### src/inc/pdos_defines.svh
// Purpose: Offsets, field positions and reset values of the PWM output stage
// Assumes: Byte addresses on an 8-bit Wishbone address
// Notes: Generator g sits at PD_GBASE * (g + 1)
`ifndef PDOS_DEFINES_SVH
`define PDOS_DEFINES_SVH
`define PD_CTL     8'h00
`define PD_SYNC    8'h04
`define PD_OEN     8'h08
`define PD_INV     8'h0c
`define PD_FEN     8'h10
`define PD_FIEN    8'h14
`define PD_CLK     8'h24
`define PD_GBASE   8'h40
`define PD_GCTL    6'h00
`define PD_GSEL    6'h04
`define PD_GLOAD   6'h10
`define PD_GCNT    6'h14
`define PD_GCMPA   6'h18
`define PD_GCMPB   6'h1c
`define PD_GACTA   6'h20
`define PD_GACTB   6'h24
`define PD_GDB     6'h28
`define PD_GRISE   6'h2c
`define PD_GFALL   6'h30
`define PD_C_EN    0
`define PD_C_UD    1
`define PD_C_RUN   2
`define PD_C_SLD   3
`define PD_C_SCA   4
`define PD_C_SCB   5
`define PD_EV_Z    0
`define PD_EV_L    1
`define PD_EV_AU   2
`define PD_EV_AD   3
`define PD_EV_BU   4
`define PD_EV_BD   5
`define PD_TRG_LSB 8
`define PD_RST     32'h0000_0000
`define PD_DBMAX   12'hfff
`endif

### src/inc/pdos_pkg.sv
// Purpose: Types shared by the PWM output stage
// Assumes: Two generators, four pins
// Notes: Action codes follow the two-bit field encoding
package pdos_pkg;
	// Per-event action on a raw output
	typedef enum logic [1:0] {
		PDOS_NONE = 2'h0,
		PDOS_TOG  = 2'h1,
		PDOS_LOW  = 2'h2,
		PDOS_HIGH = 2'h3
	} pdos_act_t;
	// Bus slave states, one-hot
	typedef enum logic [1:0] {
		PDOS_IDLE = 2'b01,
		PDOS_ACK  = 2'b10
	} pdos_bus_t;
	// Load and compare set
	typedef struct packed {
		logic [15:0] load;
		logic [15:0] cmpa;
		logic [15:0] cmpb;
	} pdos_val_t;
	// Generator configuration
	typedef struct packed {
		logic [5:0]  ctl;
		logic [5:0]  int_sel;
		logic [5:0]  trg_sel;
		logic [11:0] act_a;
		logic [11:0] act_b;
		logic        db_en;
		logic [11:0] rise;
		logic [11:0] fall;
	} pdos_cfg_t;
endpackage

### src/logic/pdos_top.sv
// Purpose: Two PWM generators with dead band, events and pin control
// Assumes: Classic Wishbone slave, 40 MHz clk_i, sync reset
// Notes: Dead-band delays count clk_i cycles
// How it works
// - Dead band off: raw pair passes through
// - Dead band on: second raw signal dropped
// - First output: raw with delayed rising edge
// - Second output: inverted raw, delayed rise
// - Dead band on: pair never high together
// - Interrupt on any selected counter event
// - ADC trigger on separately selected events
// - Events use raw counter, not dead band
// - Global reset clears chosen counters together
// - Immediate update applies at next zero
// - Deferred update waits request, then zero
// - Update mode chosen per load and compare
// - Fault forces enabled outputs inactive
// - Fault can raise processor interrupt
// - Stall: keep running or stop at zero
// - Stall never raises an interrupt
// - Enable mask gates each pin drive
// - Optional per-pin inversion, default off
// - Down mode period is load plus one
// - Counting clock from divided system clock
// - Per event action: none, toggle, low, high
// - One-tick zero and load pulses
// - Update request self-clears, not by software
// - Counter reset request self-clears
`timescale 1ns/1ps
`include "pdos_defines.svh"
module pdos_top (
	input  wire logic        clk_i,
	input  wire logic        rst_i,
	input  wire logic        cyc_i,
	input  wire logic        stb_i,
	input  wire logic        we_i,
	input  wire logic [7:0]  adr_i,
	input  wire logic [3:0]  sel_i,
	input  wire logic [31:0] dat_i,
	output logic      [31:0] dat_o,
	output logic             ack_o,
	input  wire logic        fault_i,
	input  wire logic        dbg_stall_i,
	output logic      [3:0]  pwm_o,
	output logic      [3:0]  pwm_oe_o,
	output logic      [1:0]  irq_o,
	output logic      [1:0]  adc_trig_o,
	output logic             fault_irq_o
);
	import pdos_pkg::*;

	// Byte-lane merge of a write
	function automatic logic [31:0] mrg(
		input logic [31:0] o,
		input logic [31:0] n,
		input logic [3:0]  s
	);
		logic [31:0] r;
		r = o;
		for (int i = 0; i < 4; i++) begin
			if (s[i]) begin
				r[8*i +: 8] = n[8*i +: 8];
			end
		end
		return r;
	endfunction

	// Apply one action code
	function automatic logic act(input logic c, input logic [1:0] a);
		logic r;
		r = c;
		unique case (pdos_act_t'(a))
			PDOS_NONE: r = c;
			PDOS_TOG:  r = ~c;
			PDOS_LOW:  r = 1'b0;
			PDOS_HIGH: r = 1'b1;
		endcase
		return r;
	endfunction

	// Step a raw output; own compare wins a coincidence
	function automatic logic step(
		input logic        c,
		input logic [5:0]  ev,
		input logic [11:0] a,
		input logic        is_b
	);
		logic r;
		logic own;
		r = c;
		own = is_b ? |ev[5:4] : |ev[3:2];
		if (ev[`PD_EV_Z]) r = act(r, a[1:0]);
		if (ev[`PD_EV_L]) r = act(r, a[3:2]);
		// Other comparator's actions count only while our own is silent
		if (!is_b || !own) begin
			if (ev[`PD_EV_AU]) r = act(r, a[5:4]);
			if (ev[`PD_EV_AD]) r = act(r, a[7:6]);
		end
		if (is_b || !own) begin
			if (ev[`PD_EV_BU]) r = act(r, a[9:8]);
			if (ev[`PD_EV_BD]) r = act(r, a[11:10]);
		end
		return r;
	endfunction

	// Divide-by-2^(code+1) terminal count
	function automatic logic [7:0] dmax(input logic [2:0] c);
		return 8'((9'h002 << c) - 9'h001);
	endfunction

	// Software-visible configuration
	pdos_bus_t   st;           // Bus state
	pdos_bus_t   next_st;
	pdos_cfg_t   cfg      [2]; // Generator setup
	pdos_cfg_t   next_cfg [2];
	pdos_val_t   sh       [2]; // Written values
	pdos_val_t   next_sh  [2];
	logic [3:0]  oen;          // Pin enable mask
	logic [3:0]  next_oen;
	logic [3:0]  inv;          // Pin inversion
	logic [3:0]  next_inv;
	logic [3:0]  fen;          // Fault enables
	logic [3:0]  next_fen;
	logic        fien;         // Fault interrupt enable
	logic        next_fien;
	logic [3:0]  ckc;          // Divider use and code
	logic [3:0]  next_ckc;
	logic [31:0] next_dat;
	// Write pulses toward the core
	logic [1:0]  wr_upd;
	logic [1:0]  wr_rst;
	logic [2:0]  wr_val   [2];

	// Core state
	pdos_val_t   cur      [2]; // Values in use
	pdos_val_t   next_cur [2];
	logic [2:0]  pend     [2]; // Waiting values
	logic [2:0]  next_pend[2];
	logic [15:0] cnt      [2];
	logic [15:0] next_cnt [2];
	logic [1:0]  dir;          // 1 counts up
	logic [1:0]  next_dir;
	logic [1:0]  upd;          // Deferred update request
	logic [1:0]  next_upd;
	logic [1:0]  rreq;         // Counter reset request
	logic [1:0]  next_rreq;
	logic [1:0]  ra;           // Raw first output
	logic [1:0]  next_ra;
	logic [1:0]  rb;           // Raw second output
	logic [1:0]  next_rb;
	logic [11:0] dca      [2]; // High-time counter
	logic [11:0] next_dca [2];
	logic [11:0] dcb      [2]; // Low-time counter
	logic [11:0] next_dcb [2];
	logic [3:0]  pout;         // Conditioned outputs
	logic [3:0]  next_pout;
	logic [1:0]  next_irq;
	logic [1:0]  next_trg;
	logic [7:0]  pre;          // Prescaler
	logic [7:0]  next_pre;
	logic        tick;
	logic [5:0]  ev       [2];
	logic [1:0]  run;
	logic [1:0]  zap;          // Apply at this zero

	// Bus decode, register writes and read data
	always_comb begin
		logic        req;
		logic [31:0] w;
		logic [1:0]  g;
		req = cyc_i && stb_i && st == PDOS_IDLE;
		g = adr_i[7:6] - 2'd1;
		w = 32'h0000_0000;
		next_st = req ? PDOS_ACK : PDOS_IDLE;
		next_cfg = cfg;
		next_sh = sh;
		next_oen = oen;
		next_inv = inv;
		next_fen = fen;
		next_fien = fien;
		next_ckc = ckc;
		next_dat = dat_o;
		wr_upd = 2'b00;
		wr_rst = 2'b00;
		wr_val[0] = 3'b000;
		wr_val[1] = 3'b000;
		if (req) begin
			next_dat = `PD_RST; // Unmapped reads zero
			if (adr_i[7:6] == 2'd0) begin
				unique case (adr_i)
					`PD_CTL:  next_dat = {30'd0, upd};
					`PD_SYNC: next_dat = {30'd0, rreq};
					`PD_OEN:  next_dat = {28'd0, oen};
					`PD_INV:  next_dat = {28'd0, inv};
					`PD_FEN:  next_dat = {28'd0, fen};
					`PD_FIEN: next_dat = {31'd0, fien};
					`PD_CLK:  next_dat = {28'd0, ckc};
					default:  next_dat = `PD_RST;
				endcase
				w = mrg(next_dat, dat_i, sel_i);
				if (we_i) begin
					unique case (adr_i)
						`PD_CTL:  wr_upd = w[1:0];
						`PD_SYNC: wr_rst = w[1:0];
						`PD_OEN:  next_oen = w[3:0];
						`PD_INV:  next_inv = w[3:0];
						`PD_FEN:  next_fen = w[3:0];
						`PD_FIEN: next_fien = w[0];
						`PD_CLK:  next_ckc = w[3:0];
						default:  ;
					endcase
				end
			end else if (adr_i[7:6] != 2'd3) begin
				unique case (adr_i[5:0])
					`PD_GCTL:  next_dat = {26'd0, cfg[g[0]].ctl};
					`PD_GSEL:  next_dat = {18'd0, cfg[g[0]].trg_sel, 2'd0,
						cfg[g[0]].int_sel};
					`PD_GLOAD: next_dat = {16'd0, sh[g[0]].load};
					`PD_GCNT:  next_dat = {16'd0, cnt[g[0]]};
					`PD_GCMPA: next_dat = {16'd0, sh[g[0]].cmpa};
					`PD_GCMPB: next_dat = {16'd0, sh[g[0]].cmpb};
					`PD_GACTA: next_dat = {20'd0, cfg[g[0]].act_a};
					`PD_GACTB: next_dat = {20'd0, cfg[g[0]].act_b};
					`PD_GDB:   next_dat = {31'd0, cfg[g[0]].db_en};
					`PD_GRISE: next_dat = {20'd0, cfg[g[0]].rise};
					`PD_GFALL: next_dat = {20'd0, cfg[g[0]].fall};
					default:   next_dat = `PD_RST;
				endcase
				w = mrg(next_dat, dat_i, sel_i);
				if (we_i) begin
					unique case (adr_i[5:0])
						`PD_GCTL:  next_cfg[g[0]].ctl = w[5:0];
						`PD_GSEL: begin
							next_cfg[g[0]].int_sel = w[5:0];
							next_cfg[g[0]].trg_sel = w[13:8];
						end
						`PD_GLOAD: begin
							next_sh[g[0]].load = w[15:0];
							wr_val[g[0]] = 3'b001;
						end
						`PD_GCMPA: begin
							next_sh[g[0]].cmpa = w[15:0];
							wr_val[g[0]] = 3'b010;
						end
						`PD_GCMPB: begin
							next_sh[g[0]].cmpb = w[15:0];
							wr_val[g[0]] = 3'b100;
						end
						`PD_GACTA: next_cfg[g[0]].act_a = w[11:0];
						`PD_GACTB: next_cfg[g[0]].act_b = w[11:0];
						`PD_GDB:   next_cfg[g[0]].db_en = w[0];
						`PD_GRISE: next_cfg[g[0]].rise = w[11:0];
						`PD_GFALL: next_cfg[g[0]].fall = w[11:0];
						default:   ;
					endcase
				end
			end
		end
	end

	// Register file and bus state
	always_ff @(posedge clk_i) begin
		if (rst_i) begin
			st <= PDOS_IDLE;
			cfg[0] <= '0;
			cfg[1] <= '0;
			sh[0] <= '0;
			sh[1] <= '0;
			oen <= 4'h0;
			inv <= 4'h0;
			fen <= 4'h0;
			fien <= 1'b0;
			ckc <= 4'h0;
			dat_o <= `PD_RST;
		end else begin
			st <= next_st;
			cfg <= next_cfg;
			sh <= next_sh;
			oen <= next_oen;
			inv <= next_inv;
			fen <= next_fen;
			fien <= next_fien;
			ckc <= next_ckc;
			dat_o <= next_dat;
		end
	end

	// Ack rises the cycle after the request, falls the next
	assign ack_o = st == PDOS_ACK;

	// Counting clock tick from the system clock
	always_comb begin
		tick = !ckc[0] || pre == dmax(ckc[3:1]);
		next_pre = (tick || !ckc[0]) ? 8'h00 : pre + 8'h01;
	end

	always_ff @(posedge clk_i) begin
		if (rst_i) pre <= 8'h00;
		else pre <= next_pre;
	end

	// Counters, events, updates, raw outputs and dead band
	always_comb begin
		pdos_val_t e;
		logic      ma;
		logic      mb;
		logic      up;
		e = '0;
		ma = 1'b0;
		mb = 1'b0;
		up = 1'b0;
		next_cur = cur;
		next_pend = pend;
		next_cnt = cnt;
		next_dir = dir;
		next_ra = ra;
		next_rb = rb;
		next_dca = dca;
		next_dcb = dcb;
		next_upd = upd;
		next_rreq = wr_rst;
		for (int g = 0; g < 2; g++) begin
			up = cfg[g].ctl[`PD_C_UD] && dir[g];
			// Stall may hold at zero unless told to run on
			run[g] = cfg[g].ctl[`PD_C_EN] && tick && !rreq[g] &&
				!(dbg_stall_i && !cfg[g].ctl[`PD_C_RUN] && cnt[g] == 16'h0000);
			ev[g][`PD_EV_Z] = run[g] && cnt[g] == 16'h0000;
			ev[g][`PD_EV_L] = run[g] && cnt[g] == cur[g].load;
			ma = run[g] && cnt[g] == cur[g].cmpa && !(|ev[g][1:0]);
			mb = run[g] && cnt[g] == cur[g].cmpb && !(|ev[g][1:0]);
			ev[g][`PD_EV_AU] = ma && up;
			ev[g][`PD_EV_AD] = ma && !up;
			ev[g][`PD_EV_BU] = mb && up;
			ev[g][`PD_EV_BD] = mb && !up;
			// Deferred values also need the request
			zap[g] = ev[g][`PD_EV_Z];
			e = cur[g];
			if (zap[g]) begin
				if (pend[g][0] && (!cfg[g].ctl[`PD_C_SLD] || upd[g])) begin
					e.load = sh[g].load;
					next_pend[g][0] = 1'b0;
				end
				if (pend[g][1] && (!cfg[g].ctl[`PD_C_SCA] || upd[g])) begin
					e.cmpa = sh[g].cmpa;
					next_pend[g][1] = 1'b0;
				end
				if (pend[g][2] && (!cfg[g].ctl[`PD_C_SCB] || upd[g])) begin
					e.cmpb = sh[g].cmpb;
					next_pend[g][2] = 1'b0;
				end
				next_upd[g] = 1'b0;
			end
			next_cur[g] = e;
			next_pend[g] = next_pend[g] | wr_val[g];
			next_upd[g] = next_upd[g] | wr_upd[g];
			if (rreq[g]) begin
				next_cnt[g] = 16'h0000;
				next_dir[g] = 1'b1;
			end else if (run[g]) begin
				if (!cfg[g].ctl[`PD_C_UD]) begin
					next_dir[g] = 1'b0;
					next_cnt[g] = (cnt[g] == 16'h0000) ? e.load : cnt[g] - 16'h0001;
				end else begin
					if (cnt[g] == 16'h0000) next_dir[g] = 1'b1;
					else if (cnt[g] >= e.load) next_dir[g] = 1'b0;
					next_cnt[g] = next_dir[g] ? cnt[g] + 16'h0001 : cnt[g] - 16'h0001;
					if (e.load == 16'h0000) next_cnt[g] = 16'h0000;
				end
			end
			next_ra[g] = step(ra[g], ev[g], cfg[g].act_a, 1'b0);
			next_rb[g] = step(rb[g], ev[g], cfg[g].act_b, 1'b1);
			next_dca[g] = !ra[g] ? 12'h000 : (dca[g] == `PD_DBMAX ? dca[g] : dca[g] + 12'h001);
			next_dcb[g] = ra[g] ? 12'h000 : (dcb[g] == `PD_DBMAX ? dcb[g] : dcb[g] + 12'h001);
			if (!cfg[g].db_en) begin
				next_pout[2*g] = ra[g];
				next_pout[2*g+1] = rb[g];
			end else begin
				// Both low only while a delay runs
				next_pout[2*g] = ra[g] && dca[g] >= cfg[g].rise;
				next_pout[2*g+1] = !ra[g] && dcb[g] >= cfg[g].fall;
			end
			// Raw events only; stall adds no source
			next_irq[g] = |(ev[g] & cfg[g].int_sel);
			next_trg[g] = |(ev[g] & cfg[g].trg_sel);
		end
	end

	always_ff @(posedge clk_i) begin
		if (rst_i) begin
			for (int g = 0; g < 2; g++) begin
				cur[g] <= '0;
				pend[g] <= 3'b000;
				cnt[g] <= 16'h0000;
				dca[g] <= 12'h000;
				dcb[g] <= 12'h000;
			end
			dir <= 2'b00;
			upd <= 2'b00;
			rreq <= 2'b00;
			ra <= 2'b00;
			rb <= 2'b00;
			pout <= 4'h0;
			irq_o <= 2'b00;
			adc_trig_o <= 2'b00;
		end else begin
			cur <= next_cur;
			pend <= next_pend;
			cnt <= next_cnt;
			dca <= next_dca;
			dcb <= next_dcb;
			dir <= next_dir;
			upd <= next_upd;
			rreq <= next_rreq;
			ra <= next_ra;
			rb <= next_rb;
			pout <= next_pout;
			irq_o <= next_irq;
			adc_trig_o <= next_trg;
		end
	end

	// Pins: fault acts at once, without waiting for a tick
	assign pwm_o = ((fault_i ? ~fen : 4'hf) & pout) ^ inv;
	assign pwm_oe_o = oen;
	assign fault_irq_o = fault_i && fien;
endmodule

### config.mk
export PLATFORM = sky130hd
export DESIGN_NAME = pdos_top
export DESIGN_NICKNAME = d
export VERILOG_FILES = /design/src/inc/pdos_pkg.sv /design/src/logic/pdos_top.sv
export VERILOG_INCLUDE_DIRS = /design/src /design/src/inc
export SDC_FILE = /design/constraint.sdc
export NUM_CORES = 1
export LEC_CHECK = 0
export BUFFER_PORTS_ARGS = -buffer_cell sky130_fd_sc_hd__clkbuf_2
export CORE_UTILIZATION = 45
export DETAILED_ROUTE_END_ITERATION = 8
export PLACE_DENSITY = 0.61
export REMOVE_ABC_BUFFERS = 1
export SLEW_MARGIN = 5
export SYNTH_ARGS = -nofsm -noshare
export SYNTH_HDL_FRONTEND = slang
export SYNTH_SLANG_ARGS = --single-unit
### constraint.sdc
create_clock -name clk_i -period 8.15 [get_ports clk_i]
set_input_delay 1.2225 -clock clk_i [delete_from_list [all_inputs] [get_ports clk_i]]
set_output_delay 1.2225 -clock clk_i [all_outputs]
set_load 0.01 [all_outputs]
* Word level (Yosys, flattened, before mapping)
Cells that the tools add are included.
Word-level totals: bits in registers 489, bits of input ports 51, output and inout bits 46, word-level logic and storage cells 522
Cells by class: add/subtract/negate cells 11, order comparisons 8, eq/ne operators 102, shift-type cells 1, muxes and demuxes 170, bitwise logic cells 40, reductions and logical operators 137
Operators with widths (count):
- $bwmux W134 | 8
- $pmux W134 S7 | 1
- $demux W67 S1 | 8
- $mux W16 | 19
- $bwmux W96 | 3
- $mux W48 | 6
- $pmux W96 S3 | 1
- $mux W67 | 4
- $pmux W16 S11 | 1
- $demux W48 S1 | 3
- $eq A2 B2 Y1 const B | 49
- $eq A16 B16 Y1 | 6
- $pmux W1 S4 | 24
- $logic_not A16 Y1 | 4
- $mux W32 | 2
- $mux W8 | 8
- $mux W61 | 1
- $mux W1 | 56
- $mux W55 | 1
- $eq A2 B1 Y1 const B | 25
- $logic_not A2 Y1 | 25
- $mux W49 | 1
- $add A12 B1 Y12 const B | 4
- $eq A12 B12 Y1 const B | 4
- 52 further kinds | 205

* Logic depth before layout (Yosys ltp)
depth after elaboration 26, depth in mapped cells 27, depth with buffers taken out 22

* Least setup slack after synthesis
No wires, ideal clock.
path type register -> register, from reg ckc[3], to reg cnt[7] (netlist name), library setup time 128 ps, arrival 5956 ps, required time 8022 ps, setup slack 2066 ps, stages on the path, launching flop included 28, path buffers 5, period minus slack after synthesis 6084 ps, cells stage by stage dfxtp_1 buf_2 or3b_2 ha_1 or4b_1 o211ai_1 xor2_1 o31a_1 buf_2 nor4b_1 buf_2 buf_2 mux2i_1 inv_1 ha_1 nand2b_1 a21o_1 a21o_1 a21o_1 a21oi_1 o21ai_0 a21oi_1 nor2_1 clkbuf_1 mux2i_1 o32ai_1 a22oi_1 nor2_1
RTL lines:
- start: declaration | line pdos_top.sv:126 | logic [3:0] ckc;
- start signal: assignment | line pdos_top.sv:283 | ckc <= next_ckc;
- end signal: assignment | line pdos_top.sv:408 | cnt <= next_cnt;
- end: declaration | line pdos_top.sv:139 | logic [15:0] cnt [2];

==> results.rst <==
.. list-table::
   :header-rows: 1

   * - Metric
     - Value
   * - Required arrival time at the worst endpoint
     - 8.64 ns
   * - Number of top-level pins
     - 97
   * - Post-CTS setup-driven buffer insertion count
     - 0
   * - Count of flip-flops with a built-in enable after synthesis
     - 0
   * - Average routed wire per standard cell
     - 23.1 um
   * - Setup Total Neg Slack
     - 0 ns
   * - Max Slew Vio Count
     - 0
   * - Largest net degree at the start of global routing
     - 156
   * - Multi-input gate area
     - 0.0150 mm2
   * - Peak clock frequency supported by timing
     - 144 MHz
   * - Startpoint type of the worst setup path
     - flip-flop
   * - Num CTS Buffers
     - 53
   * - Half-perimeter wire length after placement
     - 65.2 mm
   * - Crit Path Class
     - flip-flop to flip-flop
   * - Max H-tree Level
     - 2
   * - Number of failing setup endpoints in the final timing report
     - 0
   * - Die outline area
     - 0.0579 mm2
   * - Shortest clock period the worst path allows after layout
     - 6.96 ns
   * - Post-CTS resize count
     - 0
   * - Vias
     - 24,400
   * - Routed wire length
     - 92.0 mm
   * - Share of the core filled with cells in the final layout
     - 50.4%
   * - DR iter-0 viols
     - 3,060
   * - Min-Delay Path Class
     - flip-flop to flip-flop
   * - Max Buffers Root-to-Sink
     - 3
   * - Filler cell count
     - 5,427
   * - Gate count after technology mapping
     - 3,240
   * - Share of power burned in registers
     - 45.1%
   * - Number of inserted diodes
     - 0
   * - Pwr per Cell Area
     - 182 mW/mm2
   * - Netlist Area Pre-Place
     - 0.0256 mm2
   * - Core region area
     - 0.0563 mm2
   * - Count of unique library cells instantiated by Yosys
     - 80
   * - Worst hold stages
     - 2
   * - Max-cap violations
     - 0
   * - Worst vdd ir
     - 0.153 mV
   * - Average size of a mapped cell
     - 7.91 um2
   * - Number of storage elements in the synthesis netlist
     - 473
   * - Antenna Nets Post-Route
     - 0
   * - Cell type with the largest total area after synthesis
     - dfxtp_1
   * - Number of nets at the end of the flow
     - 3,325
   * - Synth async-reset ratio
     - 0%
   * - Proportion of netlist area held by the largest area contributor
     - 37.0%
   * - Leakage power
     - 10.5 nW
   * - Number of clock sinks
     - 473
   * - Leading cell types by total area after synthesis
     - dfxtp_1 (37%), nor2_1 (6.6%), nand2_1 (6.0%)
   * - Outcome
     - completed
   * - Setup repair after global routing missed its margin
     - no
   * - Switching power share of the total
     - 23.6%
   * - Worst Clk Skew
     - 0.0363 ns
   * - Initial core utilization
     - 45.5%
   * - Rows
     - 87
   * - Depth of the worst register-to-register path
     - 24
   * - P_sw
     - 1.22 mW
   * - Worst slew margin relative to its limit
     - 18.3%
   * - Final period util
     - 85.3%
   * - Wire length of the first global-routing pass
     - 139 mm
   * - Cell Int Power
     - 3.93 mW
   * - Highest fanout seen on the critical path
     - 19
   * - Total gr overflow
     - 0
   * - CTS tree
     - done
   * - Width of the die
     - 241 um
   * - Hold buffer count at cts
     - 0
   * - Worst-margin pin slew
     - 1.20 ns
   * - Comb pwr share
     - 4.5%
   * - Tot GR Track Use
     - 31.4%
   * - DRC errors left
     - 0
   * - Routability congestion estimate
     - 0.971
   * - Clk pin slew, worst setup/hold paths
     - 0.06 ns
   * - Hold Fails Final Rpt
     - 0
   * - Signal arrival time at the worst endpoint
     - 7.45 ns
   * - Antenna violations before repair
     - 0
   * - Finished Cell Area
     - 0.0284 mm2
   * - Worst-Skew Late Latency
     - 0.62 ns
   * - Count of warnings emitted by yosys
     - 0
   * - Prevailing post-synth register cell
     - dfxtp_1
   * - Area added between synthesis and finish
     - 10.7%
   * - DRT Pass-1 Iters
     - 8
   * - Via density per instance
     - 6.11
   * - Number of global-route vias before repair
     - 22,200
   * - Critical path endpoint category
     - flip-flop
   * - Placed Instance Area
     - 0.0265 mm2
   * - Fraction of final layout cells with drive strength greater than 1
     - 8.64%
   * - Storage cell area
     - 0.00947 mm2
   * - Part of the total power dissipated in the clock network
     - 50.3%
   * - Post-synthesis sequential area ratio
     - 37.0%
   * - Vertical extent of the die
     - 241 um
   * - Final hold slack
     - 0.461 ns
   * - PortBufs
     - 62
   * - Root cell of the clock tree
     - clkbuf_16
==> power groups by stage <==
stage          combinational (mW)  sequential, mW  clock (mW)
2_1_floorplan              0.0879            2.38           0
3_3_place_gp                0.224            2.38           0
3_5_place_dp                0.225            2.38           0
4_1_cts                     0.226            2.33        2.60
5_1_grt                     0.243            2.33        2.71
6_report                    0.234            2.33        2.59
==> kinds of logic after synthesis <==
family | share of synthesized area (%)
AND/OR/NAND/NOR | 21.9
other | 0.0146
XOR/XNOR | 6.22
multiplexers | 5.71
flip-flops | 37.0
AO/OA/AOI/OAI | 19.6
adder cells (fa/ha/maj) | 4.40
buffers and inverters | 5.15
==> final timing paths <==
path / start / end / slack [ns]
max: ckc[1] / cnt[25] / 1.19
max reg2reg: ckc[1] / cnt[25] / 1.19
min: flip-flop / flip-flop / 0.46
min reg2reg: flip-flop / flip-flop / 0.46
==> metrics by stage <==
stage | std cells | total power [mW] | setup slack [ns]
CTS | 3984 | 5.16 | 1.22
global placement | 3885 | 2.60 | 1.44
floorplan | 3014 | 2.46 | 0.0269
finish | 3984 | 5.15 | 1.19
global route | 3984 | 5.28 | 0.798
detailed placement | 3885 | 2.60 | 1.25
==> layout by cell type (no fill, tap or decap), types with 11 or more instances in the layout <==
cell type  count
dfxtp_1      473
nor2_1       444
nand2_1      408
a21oi_1      272
a211oi_1     131
xor2_1       124
mux2i_1      107
o21ai_0       98
ha_1          90
inv_1         84
nand3_1       73
nor3_1        65
clkbuf_2      60
xnor2_1       58
clkbuf_16     55
buf_4         52
a21o_1        47
a22oi_1       45
nand4_1       40
nor4_1        40
and3_1        31
nand2b_1      29
a222oi_1      28
mux2_2        27
a221oi_1      27
or3_1         21
nor2b_1       19
or2_2         16
conb_1        16
a31oi_1       15
clkbuf_8      15
o22ai_1       13
o211ai_1      12
and2_1        12
nor3b_1       11
clkbuf_1      11
==> critical path, stage by stage (launching register included) <==
cell and delay (ns):
dfxtp_1 0.49, or3b_2 0.48, ha_1 0.27, or4b_1 0.49
o211ai_1 0.12, xor2_1 0.13, o31a_1 0.44, or3_1 0.43
buf_4 0.24, mux2i_1 0.38, inv_1 0.10, ha_1 0.27
nand2b_1 0.14, a21o_1 0.18, a21o_1 0.17, a21o_1 0.17
a21o_1 0.18, a2111oi_0 0.45, o41ai_1 0.14, buf_4 0.19
nand2b_1 0.51, mux2_2 0.42, a32o_1 0.26, a21oi_1 0.14
nor2_1 0.06
==> final cells by class <==
| class | count | share of cell area (%) |
|---|---|---|
| Tap cell | 756 | 3.34 |
| Multi-Input combinational cell | 2457 | 53.0 |
| Sequential cell | 473 | 33.4 |
| Inverter | 84 | 1.11 |
| Timing Repair Buffer | 115 | 2.58 |
| Clock buffer | 81 | 5.73 |
| Clock inverter | 18 | 0.883 |
==> synth_stat cells, types with 12 or more instances <==
library cell,instances
mux2_2,27
and3_1,31
clkbuf_1,194
nor2_1,448
nor4_1,41
buf_1,19
nand2b_1,29
nor3b_1,13
ha_1,90
xor2_1,124
o22ai_1,13
or2_2,16
nand3_1,73
nand4_1,40
inv_1,84
a22oi_1,45
or3_1,21
o211ai_1,12
a221oi_1,27
and2_1,12
a211oi_1,131
dfxtp_1,473
a21oi_1,274
nor2b_1,19
nor3_1,67
nand2_1,408
mux2i_1,113
a21o_1,47
o21ai_0,98
buf_4,18
a31oi_1,15
xnor2_1,58
a222oi_1,28
==> per-layer routing <==
layer  track usage (%)  wire length, um
met3              5.86             9400
met4              14.0             3870
met5                 0                0
met1              44.4            40100
met2              46.0            38600
(Power assumes the default switching activity.)
